### config.mk
export PLATFORM = sky130hd
export DESIGN_NAME = ist_target
export DESIGN_NICKNAME = d
export VERILOG_FILES = /design/src/logic/ist_pkg.sv /design/src/logic/ist_sync.sv /design/src/logic/ist_cond_det.sv /design/src/logic/ist_target.sv
export SDC_FILE = /design/constraint.sdc
export NUM_CORES = 1
export LEC_CHECK = 0
export BUFFER_PORTS_ARGS = -buffer_cell sky130_fd_sc_hd__buf_4
export CAP_MARGIN = 40
export CORE_ASPECT_RATIO = 0.7
export CORE_MARGIN = 4
export CORE_UTILIZATION = 50
export CTS_CLUSTER_SIZE = 16
export DETAILED_ROUTE_END_ITERATION = 6
export PLACE_DENSITY = 0.73
export SLEW_MARGIN = 10
export SYNTH_ARGS = -nofsm -noshare
export SYNTH_HDL_FRONTEND = slang
export SYNTH_SLANG_ARGS = --single-unit
export TNS_END_PERCENT = 30
### constraint.sdc
create_clock -name mclk -period 5.8 [get_ports mclk]
set_input_delay 0.87 -clock mclk [delete_from_list [all_inputs] [get_ports mclk]]
set_output_delay 0.87 -clock mclk [all_outputs]
set_load 0.05 [all_outputs]
### src/logic/ist_pkg.sv
// Shared constants and types of the I2C target engine
package ist_pkg;
    // Fixed upper five bits of a 10-bit high address byte
    localparam logic [4:0] IST_HIGH_PATTERN = 5'h1E;
    // Bit count that marks a complete received byte
    localparam logic [3:0] IST_RX_LAST = 4'h8;
    // Bit count of the last transmitted data bit
    localparam logic [3:0] IST_TX_LAST = 4'h7;
    // Reset values
    localparam logic [7:0] IST_ADDR_RST = 8'h00;
    localparam logic [7:0] IST_BUF_RST = 8'h00;
    localparam logic IST_CKP_RST = 1'b1;
    // Engine states, one-hot
    typedef enum logic [4:0] {
        IST_IDLE = 5'h01,
        IST_RX = 5'h02,
        IST_ACK = 5'h04,
        IST_TX = 5'h08,
        IST_TXACK = 5'h10
    } ist_state_t;
endpackage

### src/logic/ist_sync.sv
// Two-flop synchroniser for asynchronous inputs
`timescale 1ns/1ps
module ist_sync #(
    parameter int WIDTH = 2
) (
    // Clock and reset
    input wire logic mclk,
    input wire logic rstInt_n,
    // Data
    input wire logic [WIDTH-1:0] asyncIn,
    output logic [WIDTH-1:0] syncOut
);
    logic [WIDTH-1:0] stage_reg;

    // Refuse an empty vector
    if (WIDTH < 1) begin : gWidthCheck
        $error("ist_sync: WIDTH must be at least 1");
    end

    // First stage feeds only the second
    always_ff @(posedge mclk or negedge rstInt_n) begin
        if (!rstInt_n) begin
            stage_reg <= '1;
            syncOut <= '1;
        end else begin
            stage_reg <= asyncIn;
            syncOut <= stage_reg;
        end
    end
endmodule

### src/logic/ist_cond_det.sv
// Bus clock edge and Start/Stop condition detector
`timescale 1ns/1ps
module ist_cond_det (
    // Clock and reset
    input wire logic mclk,
    input wire logic rstInt_n,
    // Synchronised bus levels
    input wire logic sclS,
    input wire logic sdaS,
    // Events, one cycle each
    output logic sclRise,
    output logic sclFall,
    output logic startDet,
    output logic stopDet
);
    logic sclPrev_reg;
    logic sdaPrev_reg;

    // Previous levels
    always_ff @(posedge mclk or negedge rstInt_n) begin
        if (!rstInt_n) begin
            sclPrev_reg <= 1'b1;
            sdaPrev_reg <= 1'b1;
        end else begin
            sclPrev_reg <= sclS;
            sdaPrev_reg <= sdaS;
        end
    end

    // Data edges while the clock stays high are conditions
    assign sclRise = sclS && !sclPrev_reg;
    assign sclFall = !sclS && sclPrev_reg;
    assign startDet = sclS && sclPrev_reg && sdaPrev_reg && !sdaS;
    assign stopDet = sclS && sclPrev_reg && !sdaPrev_reg && sdaS;
endmodule

### src/logic/ist_target.sv
// I2C target engine: addressing, receive, transmit, stretching
`timescale 1ns/1ps
module ist_target (
    // Clock and reset
    input wire logic mclk,
    input wire logic rst_n,
    // Bus clock pin, open drain
    input wire logic sclIn,
    output logic sclOut,
    output logic sclOe,
    // Bus data pin, open drain
    input wire logic sdaIn,
    output logic sdaOut,
    output logic sdaOe,
    // Configuration levels
    input wire logic tenBitMode,
    input wire logic stretchEnable,
    input wire logic addressHoldEnable,
    input wire logic dataHoldEnable,
    input wire logic bufferOverwriteEnable,
    input wire logic targetCollisionDetectEnable,
    input wire logic startIrqEnable,
    input wire logic stopIrqEnable,
    input wire logic ackValueSelect,
    // Software strobes and data
    input wire logic ownAddressWrite,
    input wire logic [7:0] ownAddressData,
    input wire logic bufferWrite,
    input wire logic [7:0] bufferWriteData,
    input wire logic bufferRead,
    input wire logic irqClear,
    input wire logic overflowClear,
    input wire logic collisionClear,
    input wire logic clockReleaseSet,
    // Status
    output logic [7:0] ownAddressReg,
    output logic [7:0] shiftDataBuffer,
    output logic portIrqFlag,
    output logic collisionIrqFlag,
    output logic bufferFullFlag,
    output logic rxOverflowFlag,
    output logic updateAddressFlag,
    output logic readDirection,
    output logic startSeen,
    output logic stopSeen,
    output logic receivedAckStatus,
    output logic ackTimeFlag,
    output logic clockReleaseBit
);
    logic [1:0] rstSync_reg;
    logic rstInt_n;
    logic [1:0] pinSync;
    logic sclS;
    logic sdaS;
    logic sclRise;
    logic sclFall;
    logic startDet;
    logic stopDet;
    ist_pkg::ist_state_t state_reg;
    logic [3:0] bitCnt_reg;
    logic [7:0] rxShift_reg;
    logic [7:0] txShift_reg;
    logic isAddr_reg;
    logic lowNext_reg;
    logic prior10_reg;
    logic curRead_reg;
    logic ackDrive_reg;
    logic holdAck_reg;
    logic accept;
    logic refuse;
    logic holdMode;
    logic byteDone;
    logic loadBuf;
    logic lowMiss;
    logic holdNow;
    logic ackEnd;
    logic ackGiven;
    logic txEnd;
    logic txFall;
    logic collide;
    logic tenHighByte;
    logic sawUpdate;

    // High address byte match in 10-bit mode
    function automatic logic highMatch(input logic [7:0] rxByte, input logic [7:0] own);
        highMatch = (rxByte[7:3] == ist_pkg::IST_HIGH_PATTERN) && (rxByte[2:1] == own[2:1]);
    endfunction

    // Reset release through two flops
    always_ff @(posedge mclk or negedge rst_n) begin
        if (!rst_n) begin
            rstSync_reg <= 2'h0;
        end else begin
            rstSync_reg <= {rstSync_reg[0], 1'b1};
        end
    end
    assign rstInt_n = rstSync_reg[1];

    // Pin synchronisers
    ist_sync #(.WIDTH(2)) uSync (
        .mclk(mclk),
        .rstInt_n(rstInt_n),
        .asyncIn({sclIn, sdaIn}),
        .syncOut(pinSync)
    );
    assign sclS = pinSync[1];
    assign sdaS = pinSync[0];

    // Edge and condition detection
    ist_cond_det uCond (
        .mclk(mclk),
        .rstInt_n(rstInt_n),
        .sclS(sclS),
        .sdaS(sdaS),
        .sclRise(sclRise),
        .sclFall(sclFall),
        .startDet(startDet),
        .stopDet(stopDet)
    );

    // Byte decode and event terms
    always_comb begin
        tenHighByte = isAddr_reg && tenBitMode && !lowNext_reg;
        if (!isAddr_reg) begin
            accept = 1'b1;
        end else if (lowNext_reg) begin
            accept = (rxShift_reg == ownAddressReg);
        end else if (tenBitMode) begin
            accept = highMatch(rxShift_reg, ownAddressReg) && (!rxShift_reg[0] || prior10_reg);
        end else begin
            accept = (rxShift_reg[7:1] == ownAddressReg[7:1]);
        end
        refuse = (bufferFullFlag || rxOverflowFlag) && !bufferOverwriteEnable;
        holdMode = isAddr_reg ? addressHoldEnable : dataHoldEnable;
        byteDone = (state_reg == ist_pkg::IST_RX) && sclFall && (bitCnt_reg == ist_pkg::IST_RX_LAST);
        loadBuf = byteDone && accept && !refuse;
        lowMiss = byteDone && isAddr_reg && lowNext_reg && !accept;
        holdNow = byteDone && accept && holdMode;
        ackEnd = (state_reg == ist_pkg::IST_ACK) && sclFall;
        ackGiven = holdAck_reg ? !ackValueSelect : ackDrive_reg;
        txFall = (state_reg == ist_pkg::IST_TX) && sclFall;
        txEnd = (state_reg == ist_pkg::IST_TXACK) && sclFall;
        collide = (state_reg == ist_pkg::IST_TX) && sclRise && txShift_reg[7] && !sdaS;
        sawUpdate = (ackEnd && ackGiven && isAddr_reg && tenBitMode && !curRead_reg) || lowMiss;
    end

    // Sequence of the engine
    always_ff @(posedge mclk or negedge rstInt_n) begin
        if (!rstInt_n) begin
            state_reg <= ist_pkg::IST_IDLE;
            bitCnt_reg <= 4'h0;
            rxShift_reg <= 8'h00;
            isAddr_reg <= 1'b0;
            lowNext_reg <= 1'b0;
            curRead_reg <= 1'b0;
            ackDrive_reg <= 1'b0;
            holdAck_reg <= 1'b0;
        end else if (startDet) begin
            state_reg <= ist_pkg::IST_RX;
            bitCnt_reg <= 4'h0;
            isAddr_reg <= 1'b1;
            lowNext_reg <= 1'b0;
            curRead_reg <= 1'b0;
        end else if (stopDet) begin
            state_reg <= ist_pkg::IST_IDLE;
            lowNext_reg <= 1'b0;
        end else begin
            unique case (state_reg)
                ist_pkg::IST_IDLE: begin
                    bitCnt_reg <= 4'h0;
                end
                ist_pkg::IST_RX: begin
                    if (sclRise) begin
                        rxShift_reg <= {rxShift_reg[6:0], sdaS};
                        bitCnt_reg <= bitCnt_reg + 4'h1;
                    end
                    if (byteDone) begin
                        bitCnt_reg <= 4'h0;
                        state_reg <= accept ? ist_pkg::IST_ACK : ist_pkg::IST_IDLE;
                        ackDrive_reg <= !refuse;
                        holdAck_reg <= holdMode;
                        if (isAddr_reg && !lowNext_reg) begin
                            curRead_reg <= rxShift_reg[0];
                        end
                    end
                end
                ist_pkg::IST_ACK: begin
                    if (ackEnd) begin
                        if (!ackGiven) begin
                            state_reg <= ist_pkg::IST_IDLE;
                        end else if (curRead_reg) begin
                            state_reg <= ist_pkg::IST_TX;
                        end else begin
                            state_reg <= ist_pkg::IST_RX;
                        end
                        isAddr_reg <= tenHighByte && !curRead_reg;
                        lowNext_reg <= tenHighByte && !curRead_reg;
                    end
                end
                ist_pkg::IST_TX: begin
                    if (collide) begin
                        state_reg <= ist_pkg::IST_IDLE;
                    end else if (txFall) begin
                        if (bitCnt_reg == ist_pkg::IST_TX_LAST) begin
                            state_reg <= ist_pkg::IST_TXACK;
                            bitCnt_reg <= 4'h0;
                        end else begin
                            bitCnt_reg <= bitCnt_reg + 4'h1;
                        end
                    end
                end
                ist_pkg::IST_TXACK: begin
                    if (txEnd) begin
                        state_reg <= receivedAckStatus ? ist_pkg::IST_IDLE : ist_pkg::IST_TX;
                    end
                end
                default: begin
                    state_reg <= ist_pkg::IST_IDLE;
                end
            endcase
        end
    end

    // Prior 10-bit write match, kept across Restart
    always_ff @(posedge mclk or negedge rstInt_n) begin
        if (!rstInt_n) begin
            prior10_reg <= 1'b0;
        end else if (stopDet) begin
            prior10_reg <= 1'b0;
        end else if (ackEnd && ackGiven && isAddr_reg && lowNext_reg) begin
            prior10_reg <= 1'b1;
        end else if (byteDone && tenHighByte && !(highMatch(rxShift_reg, ownAddressReg) && rxShift_reg[0])) begin
            prior10_reg <= 1'b0;
        end
    end

    // Transmit shifter
    always_ff @(posedge mclk or negedge rstInt_n) begin
        if (!rstInt_n) begin
            txShift_reg <= 8'h00;
        end else if (bufferWrite) begin
            txShift_reg <= bufferWriteData;
        end else if (txFall) begin
            txShift_reg <= {txShift_reg[6:0], 1'b1};
        end
    end

    // Address, buffer and buffer flags
    always_ff @(posedge mclk or negedge rstInt_n) begin
        if (!rstInt_n) begin
            ownAddressReg <= ist_pkg::IST_ADDR_RST;
            shiftDataBuffer <= ist_pkg::IST_BUF_RST;
            bufferFullFlag <= 1'b0;
            rxOverflowFlag <= 1'b0;
            readDirection <= 1'b0;
        end else begin
            if (ownAddressWrite) begin
                ownAddressReg <= ownAddressData;
            end
            if (loadBuf) begin
                shiftDataBuffer <= rxShift_reg;
            end else if (bufferWrite) begin
                shiftDataBuffer <= bufferWriteData;
            end
            if (loadBuf || bufferWrite) begin
                bufferFullFlag <= 1'b1;
            end else if (bufferRead || (txFall && bitCnt_reg == ist_pkg::IST_TX_LAST)) begin
                bufferFullFlag <= 1'b0;
            end
            if (byteDone && accept && bufferFullFlag) begin
                rxOverflowFlag <= 1'b1;
            end else if (overflowClear) begin
                rxOverflowFlag <= 1'b0;
            end
            if (byteDone && accept && isAddr_reg && !lowNext_reg) begin
                readDirection <= rxShift_reg[0];
            end
        end
    end

    // Interrupt, update, collision and status flags
    always_ff @(posedge mclk or negedge rstInt_n) begin
        if (!rstInt_n) begin
            portIrqFlag <= 1'b0;
            collisionIrqFlag <= 1'b0;
            updateAddressFlag <= 1'b0;
            startSeen <= 1'b0;
            stopSeen <= 1'b0;
            receivedAckStatus <= 1'b0;
            ackTimeFlag <= 1'b0;
        end else begin
            if ((startDet && startIrqEnable) || (stopDet && stopIrqEnable) || holdNow || lowMiss
                || (ackEnd && (!holdAck_reg || ackGiven)) || txEnd) begin
                portIrqFlag <= 1'b1;
            end else if (irqClear) begin
                portIrqFlag <= 1'b0;
            end
            if (collide && targetCollisionDetectEnable) begin
                collisionIrqFlag <= 1'b1;
            end else if (collisionClear) begin
                collisionIrqFlag <= 1'b0;
            end
            if (sawUpdate) begin
                updateAddressFlag <= 1'b1;
            end else if (ownAddressWrite) begin
                updateAddressFlag <= 1'b0;
            end
            if (startDet) begin
                startSeen <= 1'b1;
                stopSeen <= 1'b0;
            end else if (stopDet) begin
                startSeen <= 1'b0;
                stopSeen <= 1'b1;
            end
            if ((state_reg == ist_pkg::IST_TXACK) && sclRise) begin
                receivedAckStatus <= sdaS;
            end
            if (byteDone && accept && (addressHoldEnable || dataHoldEnable)) begin
                ackTimeFlag <= 1'b1;
            end else if (ackEnd || startDet || stopDet) begin
                ackTimeFlag <= 1'b0;
            end
        end
    end

    // Clock release bit: hardware clears, software sets
    always_ff @(posedge mclk or negedge rstInt_n) begin
        if (!rstInt_n) begin
            clockReleaseBit <= ist_pkg::IST_CKP_RST;
        end else if (clockReleaseSet) begin
            clockReleaseBit <= 1'b1;
        end else if (holdNow) begin
            clockReleaseBit <= 1'b0;
        end else if (ackEnd && ackGiven && curRead_reg) begin
            clockReleaseBit <= 1'b0;
        end else if (ackEnd && ackGiven && stretchEnable && !(isAddr_reg && tenBitMode)) begin
            clockReleaseBit <= 1'b0;
        end else if (txEnd && !receivedAckStatus) begin
            clockReleaseBit <= 1'b0;
        end
    end

    // Clock hold, taken only once the bus clock is low
    always_ff @(posedge mclk or negedge rstInt_n) begin
        if (!rstInt_n) begin
            sclOe <= 1'b0;
            sclOut <= 1'b0;
        end else begin
            sclOut <= 1'b0;
            sclOe <= (!clockReleaseBit || updateAddressFlag) && (!sclS || sclOe);
        end
    end

    // Data drive: acknowledge and transmit bits
    always_ff @(posedge mclk or negedge rstInt_n) begin
        if (!rstInt_n) begin
            sdaOe <= 1'b0;
            sdaOut <= 1'b0;
        end else begin
            sdaOut <= 1'b0;
            if (startDet || stopDet || collide) begin
                sdaOe <= 1'b0;
            end else if (byteDone) begin
                sdaOe <= accept && !refuse && !holdMode;
            end else if (ackEnd) begin
                sdaOe <= ackGiven && curRead_reg && !txShift_reg[7];
            end else if (txFall) begin
                sdaOe <= (bitCnt_reg != ist_pkg::IST_TX_LAST) && !txShift_reg[6];
            end else if (state_reg == ist_pkg::IST_ACK) begin
                sdaOe <= ackGiven;
            end else if ((state_reg == ist_pkg::IST_TX) && !sclS) begin
                sdaOe <= !txShift_reg[7];
            end else if (state_reg != ist_pkg::IST_TX) begin
                sdaOe <= 1'b0;
            end
        end
    end
endmodule

=== Word level (Yosys, flattened, before mapping) ===
Index checks and enable logic that the tools add are counted.
W data, S select, Z words.

* Output and inout bits: 31
* Input bits: 36
* Logic and storage cells: 249
* Bits in registers: 68

* Bitwise operators: 2
* $add $sub $neg: 1
* Reduce and logical (&&, ||, !) cells: 121
* Muxes and demuxes: 72
* Eq/ne operators: 23

{| class="wikitable"
|+ Operator list
! operator !! number
|-
| $logic_and A1 B1 Y1 || 57
|-
| $mux W1 || 47
|-
| $mux W4 || 10
|-
| $mux W5 || 8
|-
| $mux W8 || 4
|-
| $reduce_bool A2 Y1 || 14
|-
| $pmux W5 S5 || 1
|-
| $logic_not A1 Y1 || 19
|-
| $logic_or A1 B1 Y1 || 18
|-
| $ne A4 B4 Y1 const B || 4
|-
| $pmux W4 S3 || 1
|-
| $reduce_and A4 Y1 || 3
|-
| $eq A5 B5 Y1 const B || 2
|-
| $ne A5 B5 Y1 const B || 2
|-
| $ne A3 B3 Y1 const B || 3
|-
| $reduce_bool A3 Y1 || 3
|-
| $eq A8 B8 Y1 || 1
|-
| $eq A7 B7 Y1 || 1
|-
| $reduce_bool A7 Y1 || 1
|-
| $reduce_and A6 Y1 || 1
|-
| $eq A5 B1 Y1 const B || 1
|-
| $eq A5 B2 Y1 const B || 1
|-
| $eq A5 B3 Y1 const B || 1
|-
| $eq A5 B4 Y1 const B || 1
|-
| 14 further kinds || 15
|}

=== Logic depth before layout (Yosys ltp) ===
Gate-level depths: netlist of run 1.

* Depth in word-level cells: 13
* Depth in mapped cells: 9
* Gate-level depth less buffers: 8

=== Modules after synthesis ===
Synthesis of run 1 repeated with hierarchy kept, for this count alone.

* Cell total of the unflattened synthesis: 342
* Area total of the unflattened synthesis: 3589.7 µm²

{| class="wikitable"
|+ By module, submodules not included
! module !! area an instance (µm²) !! times used !! seq. area each (µm²) !! cells each
|-
| ist_target || 3399.5 || 1 || 1554.0 || 332
|-
| ist_sync || 105.1 || 1 || 105.1 || 4
|-
| ist_cond_det || 85.1 || 1 || 52.6 || 6
|}

=== Least setup slack after synthesis of run 1 ===
No wires, ideal clock.

* Kind: input to register
* Start point: input tenBitMode
* End point: register shiftDataBuffer[0]
* Path buffers: 1
* Stages on the path: 6
* Setup slack: 3.543 ns
* Data arrival time: 2.132 ns
* Setup time: 0.125 ns
* Required time: 5.675 ns
* Cells stage by stage: nor2b_1 -> a221oi_2 -> o21ai_2 -> a211o_1 -> buf_6 -> mux2_4

* Cells in the longest elaborated chain, start to end: 6
* Elaborated cells on any way between the ends: 7
* Classes of those cells: mux: 4; reduce/logical: 3

{| class="wikitable"
|+ Ends and longest elaborated chain
! element !! RTL line !! RTL
|-
| start: declaration || ist_target.sv:16 || <nowiki>input wire logic tenBitMode,</nowiki>
|-
| $mux W1 * || ist_target.sv:128 || <nowiki>end else if (tenBitMode) begin</nowiki>
|-
| $mux W1 * || ist_target.sv:126 || <nowiki>end else if (lowNext_reg) begin</nowiki>
|-
| $mux W1 * || ist_target.sv:124 || <nowiki>if (!isAddr_reg) begin</nowiki>
|-
| $logic_and A1 B1 Y1 * (2 in series) || ist_target.sv:136 || <nowiki>loadBuf = byteDone && accept && !refuse;</nowiki>
|-
| $mux W8 or $reduce_bool A2 Y1 (tied branches) || n/a ||
|-
| end signal: assignment || ist_target.sv:252 || <nowiki>shiftDataBuffer <= ist_pkg::IST_BUF_RST;</nowiki>
|-
| end signal: assignment || ist_target.sv:261 || <nowiki>shiftDataBuffer <= rxShift_reg;</nowiki>
|-
| end signal: assignment || ist_target.sv:263 || <nowiki>shiftDataBuffer <= bufferWriteData;</nowiki>
|-
| end: declaration || ist_target.sv:37 || <nowiki>output logic [7:0] shiftDataBuffer,</nowiki>
|}

Every way passes the cells marked *; elsewhere a longest branch is shown, timed or not.
A chain may end at the register's enable or synchronous reset.

=== Worst setup path in the final report of run 1 ===
* Start point: register uCond.sclPrev_reg
* End point: register shiftDataBuffer[1]

* Cells in the longest elaborated chain, start to end: 6
* Elaborated cells on any way between the ends: 7
* Classes of those cells: mux: 1; reduce/logical: 6

{| class="wikitable"
|+ Ends and longest elaborated chain
! element !! RTL line !! RTL
|-
| start: declaration || ist_cond_det.sv:16 || <nowiki>logic sclPrev_reg;</nowiki>
|-
| start signal: assignment || ist_cond_det.sv:25 || <nowiki>sclPrev_reg <= sclS;</nowiki>
|-
| $logic_and A1 B1 Y1 * || ist_cond_det.sv:32 || <nowiki>assign sclFall = !sclS && sclPrev_reg;</nowiki>
|-
| $logic_and A1 B1 Y1 * (2 in series) || ist_target.sv:135 || <nowiki>byteDone = (state_reg == ist_pkg::IST_RX) && sclFall && (bitCnt_reg == ist_pkg::IST_RX_LAST);</nowiki>
|-
| $logic_and A1 B1 Y1 * (2 in series) || ist_target.sv:136 ||
|-
| $mux W8 or $reduce_bool A2 Y1 (tied branches) || n/a ||
|}

Marks and branches as above.

==> reports/summary.txt, run 1 <==
status: finished clean
row count: 24
gr ovfl total: 0
die area: 8260 µm²
first-pass GRT wire length: 13500 µm
Root Driver: clkbuf_8
Tcrit/Tclk final: 0.448
Final min period: 2.60 ns
Post-route DRC: 0
Final setup viols: 0
Post-synth EDFFs: 0
post-layout net count: 434
arrival time of the worst setup path: 2.83 ns
dominant cells by area after synthesis: dfrtp_1 44%, mux2_2 6.2%, dfstp_2 6.1%, o21ai_0 4.7%, mux2_4 3.5%
Reg2Reg Setup Slack: 3.20 ns
top-area cell type share of the netlist area: 0.438
setup bufs post-CTS: 0
Post-Syn Instances: 334
DR iter-0 viols: 244
core area: 6430 µm²
reg-to-reg startpoint: uCond.sclPrev_reg$_DFF_PN1_
n_diodes: 0
Routed Antenna Nets: 0
largest net degree at the start of global routing: 67
Netlist cell types: 56
HPWL Detailed: 6090 µm
Peak Freq: 0.385 GHz
relative slew slack: 0.455
placed cells: 476
Slowest-stage cell, CP: dfstp_2
clk sink count: 68
vias in the first global route: 2698
IO buf count: 64
Die Span X: 107 µm
Final Skew: 0.00704 ns
share of cells above drive strength 1: 0.312
Initial Utilization: 0.533
Critical Path Sink Type: register
die outline height: 77.3 µm
P_leak: 2.00 nW
Critical Path, Cell by Cell: nand2b_1, nor3_2, nand2_1, a211o_1, mux2_4
Post-Syn Area: 3430 µm²
CTS clock-pin slew for the worst setup and hold paths: 0.07 ns
Peak supply drop: 0.000141 V
measured slew at the worst slew-check pin: 0.818 ns
Clock Latency Late Sink: 0.34 ns
Post-Layout Cell Count: 492
Vias: 2796
Fin Setup TNS: 0 ns
Buf/Inv on CP: 0
WS Path Type: register to register
Via density: 5.68
most frequent cells in the layout: 66 x buf_4, 59 x dfrtp_1, 32 x o21ai_0
Avg Cell Area, Syn: 10.3 µm²
Hold WC Path Type: primary input to async pin
Seq/Total Area, Yosys: 0.500
Synth Flop Type: dfrtp_1
Reg2Reg Capture Point: shiftDataBuffer[1]$_DFFE_PN0P_
Crit path required time: 6.03 ns
drt total wl: 8190 µm
Synth Warn #: 0
io pins: 67
initial antenna violation count: 0
Synth-to-Final Area Change: 21.9%
worst r2r path cells: 5
Overall Global Routing Usage: 0.209
Synth Register Bits: 68
CP max FO: 12
CTS max path bufs: 2
Placer Congestion: 0.909
hold_ws: 0.288 ns
Inserted Clock Buffers: 9
crit start category: register
Fillers: 557
DR WL/cell: 16.6 µm
Resize count post-CTS: 0
First-pass DRT Iterations: 5
leading area contributor after synthesis: dfrtp_1
commonest non-fill, non-tap cell in the layout: buf_4
htree depth: 3
final hold violations: 0
Synth async-reset ratio: 1.00
delay-heaviest family, CP: simple AND/OR/NAND/NOR gates
max cap viols: 0
CP max stage delay: 0.58 ns
Slew Viols, Final: 0
hold_buf cts: 0
RSZ-0062 raised after global routing: false
PwrDens: 280 nW/µm²
CTS tree: yes
-- layout make-up --
class / instances / area (µm²) / share of cell area
Tap cell: 91 / 114 / 0.0273
Sequential cell: 68 / 1710 / 0.410
Clock inverter: 5 / 75.1 / 0.0180
Inverter: 20 / 75.1 / 0.0180
Timing Repair Buffer: 66 / 495 / 0.119
Multi-Input combinational cell: 231 / 1560 / 0.374
Clock buffer: 11 / 141 / 0.0339
-- metrics by stage --
step / total power, mW / area, µm² / utilization / worst slack, ns
after global routing: 1.21 / 4180 / 0.650 / 3.07
after global placement: 0.744 / 3960 / 0.616 / 3.25
after CTS: 1.17 / 4180 / 0.650 / 3.28
after floorplan: 0.678 / 3430 / - / 3.54
final: 1.17 / 4180 / 0.650 / 3.20
after detailed placement: 0.748 / 3960 / 0.616 / 3.20
-- power breakdown --
part           internal [mW]  total [mW]  switching, mW
combinational         0.0796       0.210          0.131
sequential             0.505       0.531         0.0258
clock                  0.252       0.426          0.174
total                  0.837        1.17          0.330
-- routing by layer --
layer / global-route usage / vias up / part of all wire
li1: - / 1306 / -
met3: 0.0663 / 15 / 0.099
met1: 0.313 / 1342 / 0.48
met2: 0.288 / 133 / 0.41
met4: 0.0626 / 0 / 0.012
met5: 0 / - / 0
-- cell usage after synthesis, drive strengths merged, types with 2 or more instances --
library cell / count
a21o: 4
xnor2: 5
o211ai: 2
clkbuf: 11
a211oi: 2
nand3: 14
dfrtp: 60
o21ai: 33
a211o: 2
mux2i: 8
a22oi: 2
dfstp: 8
ha: 2
o22ai: 4
conb: 2
nor2b: 5
o31ai: 4
or2: 2
nand2b: 5
nor2: 23
xor2: 5
nand3b: 4
a21oi: 15
mux2: 27
buf: 5
nand2: 28
inv: 20
nor4bb: 2
and4b: 2
and3: 4
nor3: 6
-- cells by family after synthesis --
kind of cell,Yosys count,share of synthesized area
AOI/OAI and AO/OA,81,0.150
and+or+nand+nor,100,0.148
xor gates and xnor gates,10,0.0256
DFF,68,0.500
adders and majority gates,2,0.00730
other,2,0.00219
buffers and inverters,36,0.0457
muxes,35,0.121
-- how the worst max path moves through the flow --
stage,from,to,depth (start not counted)
floorplan,tenBitMode,shiftDataBuffer[0]$_DFFE_PN0P_,6
global placement,tenBitMode,shiftDataBuffer[3]$_DFFE_PN0P_,6
detailed placement,tenBitMode,shiftDataBuffer[1]$_DFFE_PN0P_,6
CTS,uCond.sclPrev_reg$_DFF_PN1_,shiftDataBuffer[1]$_DFFE_PN0P_,5
global route,uCond.sclPrev_reg$_DFF_PN1_,shiftDataBuffer[5]$_DFFE_PN0P_,5
finish,uCond.sclPrev_reg$_DFF_PN1_,shiftDataBuffer[1]$_DFFE_PN0P_,5
-- worst register-to-register path, delay by kind of cell (launching register included) --
family | cells | cell delay [ns]
and+or+nand+nor | 3 | 0.98
muxes | 1 | 0.37
AOI/OAI and AO/OA | 1 | 0.57
DFF | 1 | 0.58
No activity file was read; power rests on OpenSTA's default activity.
==> run 2, diff against run 1 <==
==> constraint.sdc (replaced) <==
create_clock -name mclk -period 2.6 [get_ports mclk]
set_input_delay 0.39 -clock mclk [delete_from_list [all_inputs] [get_ports mclk]]
set_output_delay 0.39 -clock mclk [all_outputs]
set_load 0.05 [all_outputs]
==> run 2 against run 1 <==
Effect of this change:
- utilization grew 1.1 points
- hold slack got worse by 0.16 ns
- power is 120% higher
- critical path type unchanged
==> reports/summary.txt, run 2 (same netlist as run 1, synthesis figures left out) <==
Clk pwr share: 0.350 (-0.015)
drt total wl: 8910 µm (+8.8%)
crit start category: register
Slowest-stage cell, CP: or4b_2
Slew Viols, Final: 0 (unchanged)
worst setup margin: 0.206 ns (-3.00 ns)
hold_sp: sdaIn
Crit path required time: 2.83 ns (-3.20 ns)
commonest non-fill, non-tap cell in the layout: buf_4
part of the power in combinational logic: 0.183 (+0.003)
placed cells: 486 (+2.1%)
arrival time of the worst setup path: 2.63 ns (-0.20 ns)
Hold WC Path Type: primary input to register
Post-route DRC: 0 (unchanged)
Routed Antenna Nets: 0 (unchanged)
Buf/Inv on CP: 0 (unchanged)
P_leak: 2.04 nW (+1.9%)
max cap viols: 0 (unchanged)
Via density: 5.70 (+0.37%)
Vias: 2869 (+2.6%)
Final min period: 2.39 ns (-0.205 ns)
Die Span X: 107 µm (unchanged)
P_int: 1.78 mW (+110%)
reg-to-reg startpoint: uSync.syncOut[0]$_DFF_PN1_
post-layout net count: 445 (+2.5%)
initial antenna violation count: 0 (unchanged)
CTS clock-pin slew for the worst setup and hold paths: 0.08 ns (about the same)
first-pass GRT wire length: 14500 µm (+7.2%)
CTS max path bufs: 2 (unchanged)
final hold violations: 0 (unchanged)
delay-heaviest family, CP: simple AND/OR/NAND/NOR gates
Layout Cell Area excl Fill: 4250 µm² (+1.7%)
Placer Congestion: 0.887 (-2.5%)
total power: 2.56 mW (+120%)
io pins: 67 (unchanged)
Final setup viols: 0 (unchanged)
worst r2r path cells: 5 (unchanged)
Metal-1 WL: 4440 µm (+14%)
Tcrit/Tclk final: 0.921 (+0.473)
DR WL/cell: 17.7 µm (+6.5%)
htree depth: 3 (unchanged)
Synth-to-Final Area Change: 24.0%
row count: 24 (unchanged)
metal3 WL: 746 µm (-8.2%)
Fin Setup TNS: 0 ns (unchanged)
Overall Global Routing Usage: 0.231 (+0.0219)
Clock Latency Late Sink: 0.36 ns (+0.02 ns)
Post-Layout Cell Count: 503 (+2.2%)
IO buf count: 64 (unchanged)
status: finished clean
WHS Endpoint: uSync.stage_reg[0]$_DFF_PN1_
CP max FO: 10 (-2)
Peak supply drop: 0.000371 V (+160%)
Reg2Reg Capture Point: portIrqFlag$_DFFE_PN0P_
wire length on met2: 3600 µm (+6.7%)
share of cells above drive strength 1: 0.328 (+0.0159)
n_diodes: 0 (unchanged)
CP max stage delay: 0.64 ns (+0.06 ns)
relative slew slack: 0.488 (+0.0337)
worst slack at placement: 0.251 ns (-2.95 ns)
Reg2Reg Setup Slack: 0.21 ns (-3.00 ns)
DR iter-0 viols: 262 (+7.4%)
Hold Path Depth: 1
Critical Path Sink Type: register
Switching Fraction: 0.304 (+0.0205)
largest net degree at the start of global routing: 32 (-52%)
Critical Path, Cell by Cell: nand2b_1, nor2_1, a222oi_1, o21ai_0, or4b_2
die outline height: 77.3 µm (unchanged)
P_sw: 0.777 mW (+140%)
Cell Area, Placed: 4040 µm² (+2.0%)
fin util: 0.661 (+0.0113)
Root Driver: clkbuf_8
Peak Freq: 0.418 GHz (+8.6%)
CTS tree: yes
Inserted Clock Buffers: 9 (unchanged)
Initial Utilization: 0.533 (unchanged)
core area: 6430 µm² (unchanged)
First-pass DRT Iterations: 5 (unchanged)
die area: 8260 µm² (unchanged)
measured slew at the worst slew-check pin: 0.765 ns (-0.0534 ns)
vias in the first global route: 2724 (+0.96%)
PwrDens: 602 nW/µm² (+120%)
RSZ-0062 raised after global routing: false
clk sink count: 68 (unchanged)
hold_ws: 0.128 ns (-0.160 ns)
gr ovfl total: 0 (unchanged)
WS Path Type: register to register
Final Skew: 0.00880 ns (+0.00177 ns)
most frequent cells in the layout: 75 x buf_4, 59 x dfrtp_1, 32 x o21ai_0
highest metal layer with signal wires: met4
sequential share of power: 0.467 (+0.012)
HPWL Detailed: 6720 µm (+10%)
run 2: changes by cell type in the layout (fill, tap and decap cells not counted):
cell / previous run / this run
inv_6: 0 / 1
clkinv_2: 3 / 1
clkinv_4: 0 / 1
buf_4: 66 / 75
clkdlybuf4s18_2: 0 / 1
dlygate4sd3_1: 0 / 1
bufinv_16: 2 / 1
clkinvlp_4: 0 / 1
run 2: how the worst max path moves through the flow:
| stage | from | to | slack (ns) | cells past startpoint |
|---|---|---|---|---|
| after CTS | uSync.syncOut[0]$_DFF_PN1_ | portIrqFlag$_DFFE_PN0P_ | 0.23 | 5 |
| after floorplan | ownAddressReg[7]$_DFFE_PN0P_ | shiftDataBuffer[0]$_DFFE_PN0P_ | 0.52 | 7 |
| final | uSync.syncOut[0]$_DFF_PN1_ | portIrqFlag$_DFFE_PN0P_ | 0.21 | 5 |
| after detailed placement | uSync.syncOut[0]$_DFF_PN1_ | portIrqFlag$_DFFE_PN0P_ | 0.25 | 5 |
| after global placement | uSync.syncOut[0]$_DFF_PN1_ | portIrqFlag$_DFFE_PN0P_ | 0.26 | 5 |
| after global routing | uSync.syncOut[0]$_DFF_PN1_ | portIrqFlag$_DFFE_PN0P_ | 0.07 | 5 |
run 2: area by class of cell:
cell class,instances,area [µm²]
clock buffer,11,141
clock inverter,5,60.1
fill,540,2180
inverter,20,75.1
multi-input combinational,231,1560
sequential,68,1710
tap,91,114
timing repair buffer,77,583
run 2: repair_timing:
item | in CTS | in global routing
buffers inserted | 0 | 0
gates resized for setup | 0 | 0
hold endpoints to repair | 2 | 0
setup endpoints to repair | 0 | 0
hold buffers | 1 | 0
run 2: routing by layer:
metal,up-vias,GRT usage
met2,123,0.303
met4,0,0.0587
met3,16,0.0797
met1,1398,0.359
li1,1332,-
met5,-,0
run 2: worst reg2reg max path, cell delays in order (launching register included):
cell	delay, ns
dfstp_2	0.59
nand2b_1	0.21
nor2_1	0.21
a222oi_1	0.47
o21ai_0	0.14
or4b_2	0.64
run 2: power groups by stage:
stage | sequential, mW | clock (mW) | combinational, mW
floorplan | 1.31 | 0 | 0.199
global placement | 1.21 | 0 | 0.452
detailed placement | 1.22 | 0 | 0.460
CTS | 1.20 | 0.907 | 0.465
global route | 1.21 | 0.963 | 0.507
finish | 1.20 | 0.896 | 0.467
==> run 3, diff against run 2 <==
--- a/config.mk
+++ b/config.mk
@@ -8,11 +8,12 @@
 export BUFFER_PORTS_ARGS = -buffer_cell sky130_fd_sc_hd__buf_4
 export CAP_MARGIN = 40
 export CORE_ASPECT_RATIO = 0.7
-export CORE_MARGIN = 4
 export CORE_UTILIZATION = 50
 export CTS_CLUSTER_SIZE = 16
 export DETAILED_ROUTE_END_ITERATION = 6
+export HOLD_SLACK_MARGIN = 0.1
 export PLACE_DENSITY = 0.73
+export RECOVER_POWER = 50
 export SLEW_MARGIN = 10
 export SYNTH_ARGS = -nofsm -noshare
 export SYNTH_HDL_FRONTEND = slang
==> run 3 against run 2 <==
Effect of this change:
- the run now ends with capacitance limit, slew limit left
- final cell count decreased by 0.40%
- maximum frequency down 2.1%
- non-clock buffer count decreased by 2
- register-to-register slack worse by 0.05 ns
- combinational power rose by 0.9%
- clock-buffer cell count is 2 lower
- clock power is 5.8% higher
- largest power group unchanged
==> reports/summary.txt, run 3 (same netlist as run 1, synthesis figures left out) <==
DR iter-0 viols: 275 (+5.0%)
met3 usage: 0.0654 (-0.0143)
commonest non-fill, non-tap cell in the layout: buf_4
Via density: 5.67 (-0.65%)
crit start category: register
Critical Path Sink Type: register
Resize count post-CTS: 0 (unchanged)
Die Span X: 101 µm (-5.6%)
HPWL Detailed: 6340 µm (-5.6%)
hold_sp: sdaIn
Routed Antenna Nets: 0 (unchanged)
Slowest-stage cell, CP: dfstp_1
Clock Latency Late Sink: 0.35 ns (about the same)
relative slew slack: -0.0572 (-0.545)
Hold Path Depth: 1 (unchanged)
CTS clock-pin slew for the worst setup and hold paths: 0.07 ns (about the same)
Post-Layout Cell Count: 501 (-0.40%)
Placer Congestion: 0.948 (+6.9%)
die outline height: 71.3 µm (-7.8%)
Cell Area, Placed: 4030 µm² (-0.12%)
violated checks: capacitance limit, slew limit
status: finished with violations
first-pass GRT wire length: 14000 µm (-3.6%)
Hold WC Path Type: primary input to register
htree depth: 3 (unchanged)
IO buf count: 64 (unchanged)
Peak supply drop: 0.000371 V (about the same)
Critical Path, Cell by Cell: nand2b_1, nor3_2, nand2_1, buf_4, nor3_1, or4b_2
WHS Endpoint: uSync.stage_reg[0]$_DFF_PN1_
most frequent cells in the layout: 70 x buf_4, 59 x dfrtp_1, 32 x o21ai_0
io pins: 67 (unchanged)
P_leak: 2.03 nW (-0.23%)
max cap viols: 1 (+1)
CTS max path bufs: 2 (unchanged)
Final min period: 2.45 ns (+0.0511 ns)
Overall Global Routing Usage: 0.261 (+0.0298)
Layout Cell Area excl Fill: 4240 µm² (-0.24%)
Root Driver: clkbuf_8
placed cells: 484 (-0.41%)
Fin Setup TNS: 0 ns (unchanged)
Final setup viols: 0 (unchanged)
RSZ-0062 raised after global routing: false
WS Path Type: register to register
Reg2Reg Setup Slack: 0.15 ns (-0.05 ns)
post-layout net count: 443 (-0.45%)
n_diodes: 0 (unchanged)
PwrDens: 615 nW/µm² (+2.1%)
Peak Freq: 0.409 GHz (-2.1%)
measured slew at the worst slew-check pin: 1.59 ns (+0.821 ns)
reg-to-reg startpoint: uSync.syncOut[1]$_DFF_PN1_
core area: 6430 µm² (unchanged)
Tcrit/Tclk final: 0.940 (+0.0197)
largest net degree at the start of global routing: 67 (+110%)
drt total wl: 8480 µm (-4.8%)
arrival time of the worst setup path: 2.66 ns (+0.03 ns)
DR WL/cell: 16.9 µm (-4.4%)
row count: 24 (unchanged)
Final Skew: 0.00565 ns (-0.00316 ns)
global-route track usage on met1: 0.408 (+0.0487)
Vias: 2839 (-1.0%)
Crit path required time: 2.82 ns (about the same)
CTS tree: yes
die area: 7190 µm² (-13%)
share of cells above drive strength 1: 0.320 (-0.00816)
Post-route DRC: 0 (unchanged)
initial antenna violation count: 0 (unchanged)
hold_buf cts: 1 (unchanged)
Slew Viols, Final: 67 (+67)
Synth-to-Final Area Change: 23.7%
CP max FO: 8 (-2)
M2 GR Usage: 0.361 (+0.0581)
First-pass DRT Iterations: 5 (unchanged)
vias in the first global route: 2674 (-1.8%)
setup bufs post-CTS: 0 (unchanged)
Inserted Clock Buffers: 9 (unchanged)
worst r2r path cells: 6 (+1)
CP max stage delay: 0.67 ns (+0.03 ns)
Reg2Reg Capture Point: portIrqFlag$_DFFE_PN0P_
GR peak layer: met1
clk sink count: 68 (unchanged)
gr ovfl total: 0 (unchanged)
Initial Utilization: 0.533 (unchanged)
final hold violations: 0 (unchanged)
==> run 3: per-stage QoR <==
stage | setup WS (ns) | hold slack [ns] | util | power, mW
after global placement | 0.264 | 0.173 | 0.627 | 1.67
after global routing | 0.0590 | 0.122 | 0.659 | 2.70
after floorplan | 0.516 | 0.0944 | - | 1.51
after CTS | 0.239 | 0.133 | 0.662 | 2.62
after detailed placement | 0.272 | 0.176 | 0.627 | 1.67
final | 0.155 | 0.141 | 0.659 | 2.61
==> run 3: worst max path at each step <==
stage                            startpoint                             end  slack, ns  cells past startpoint
5_1_grt          uSync.syncOut[1]$_DFF_PN1_         portIrqFlag$_DFFE_PN0P_       0.06                      7
4_1_cts         uCond.sclPrev_reg$_DFF_PN1_  shiftDataBuffer[5]$_DFFE_PN0P_       0.24                      5
3_3_place_gp     uSync.syncOut[0]$_DFF_PN1_         portIrqFlag$_DFFE_PN0P_       0.26                      5
6_report         uSync.syncOut[1]$_DFF_PN1_         portIrqFlag$_DFFE_PN0P_       0.15                      6
3_5_place_dp    uCond.sclPrev_reg$_DFF_PN1_  shiftDataBuffer[5]$_DFFE_PN0P_       0.27                      5
2_1_floorplan  ownAddressReg[7]$_DFFE_PN0P_  shiftDataBuffer[0]$_DFFE_PN0P_       0.52                      7
==> run 3: power breakdown <==
part	leakage [nW]	switching (mW)	total, mW	internal [mW]
logic	1.08	0.291	0.471	0.180
registers	0.850	0.0603	1.19	1.13
clock network	0.109	0.412	0.948	0.536
==> run 3: metal layers <==
| layer | vias to the layer above | wire length [µm] |
|---|---|---|
| met4 | 0 | 85 |
| met1 | 1368 | 4000 |
| met5 | - | 0 |
| met2 | 137 | 3580 |
| li1 | 1325 | - |
| met3 | 9 | 817 |
==> run 3: critical path, delay by kind of cell (launching register included) <==
family	cells	cell delay, ns
buffers and inverters	1	0.19
DFF	1	0.67
and+or+nand+nor	5	1.44
==> run 3: area by class of cell <==
cell class | instances | area [µm²]
Timing Repair Buffer | 75 | 559
Multi-Input combinational cell | 231 | 1560
Clock inverter | 7 | 91.3
Inverter | 20 | 75.1
Fill cell | 503 | 2190
Sequential cell | 68 | 1710
Clock buffer | 9 | 124
Tap cell | 91 | 114
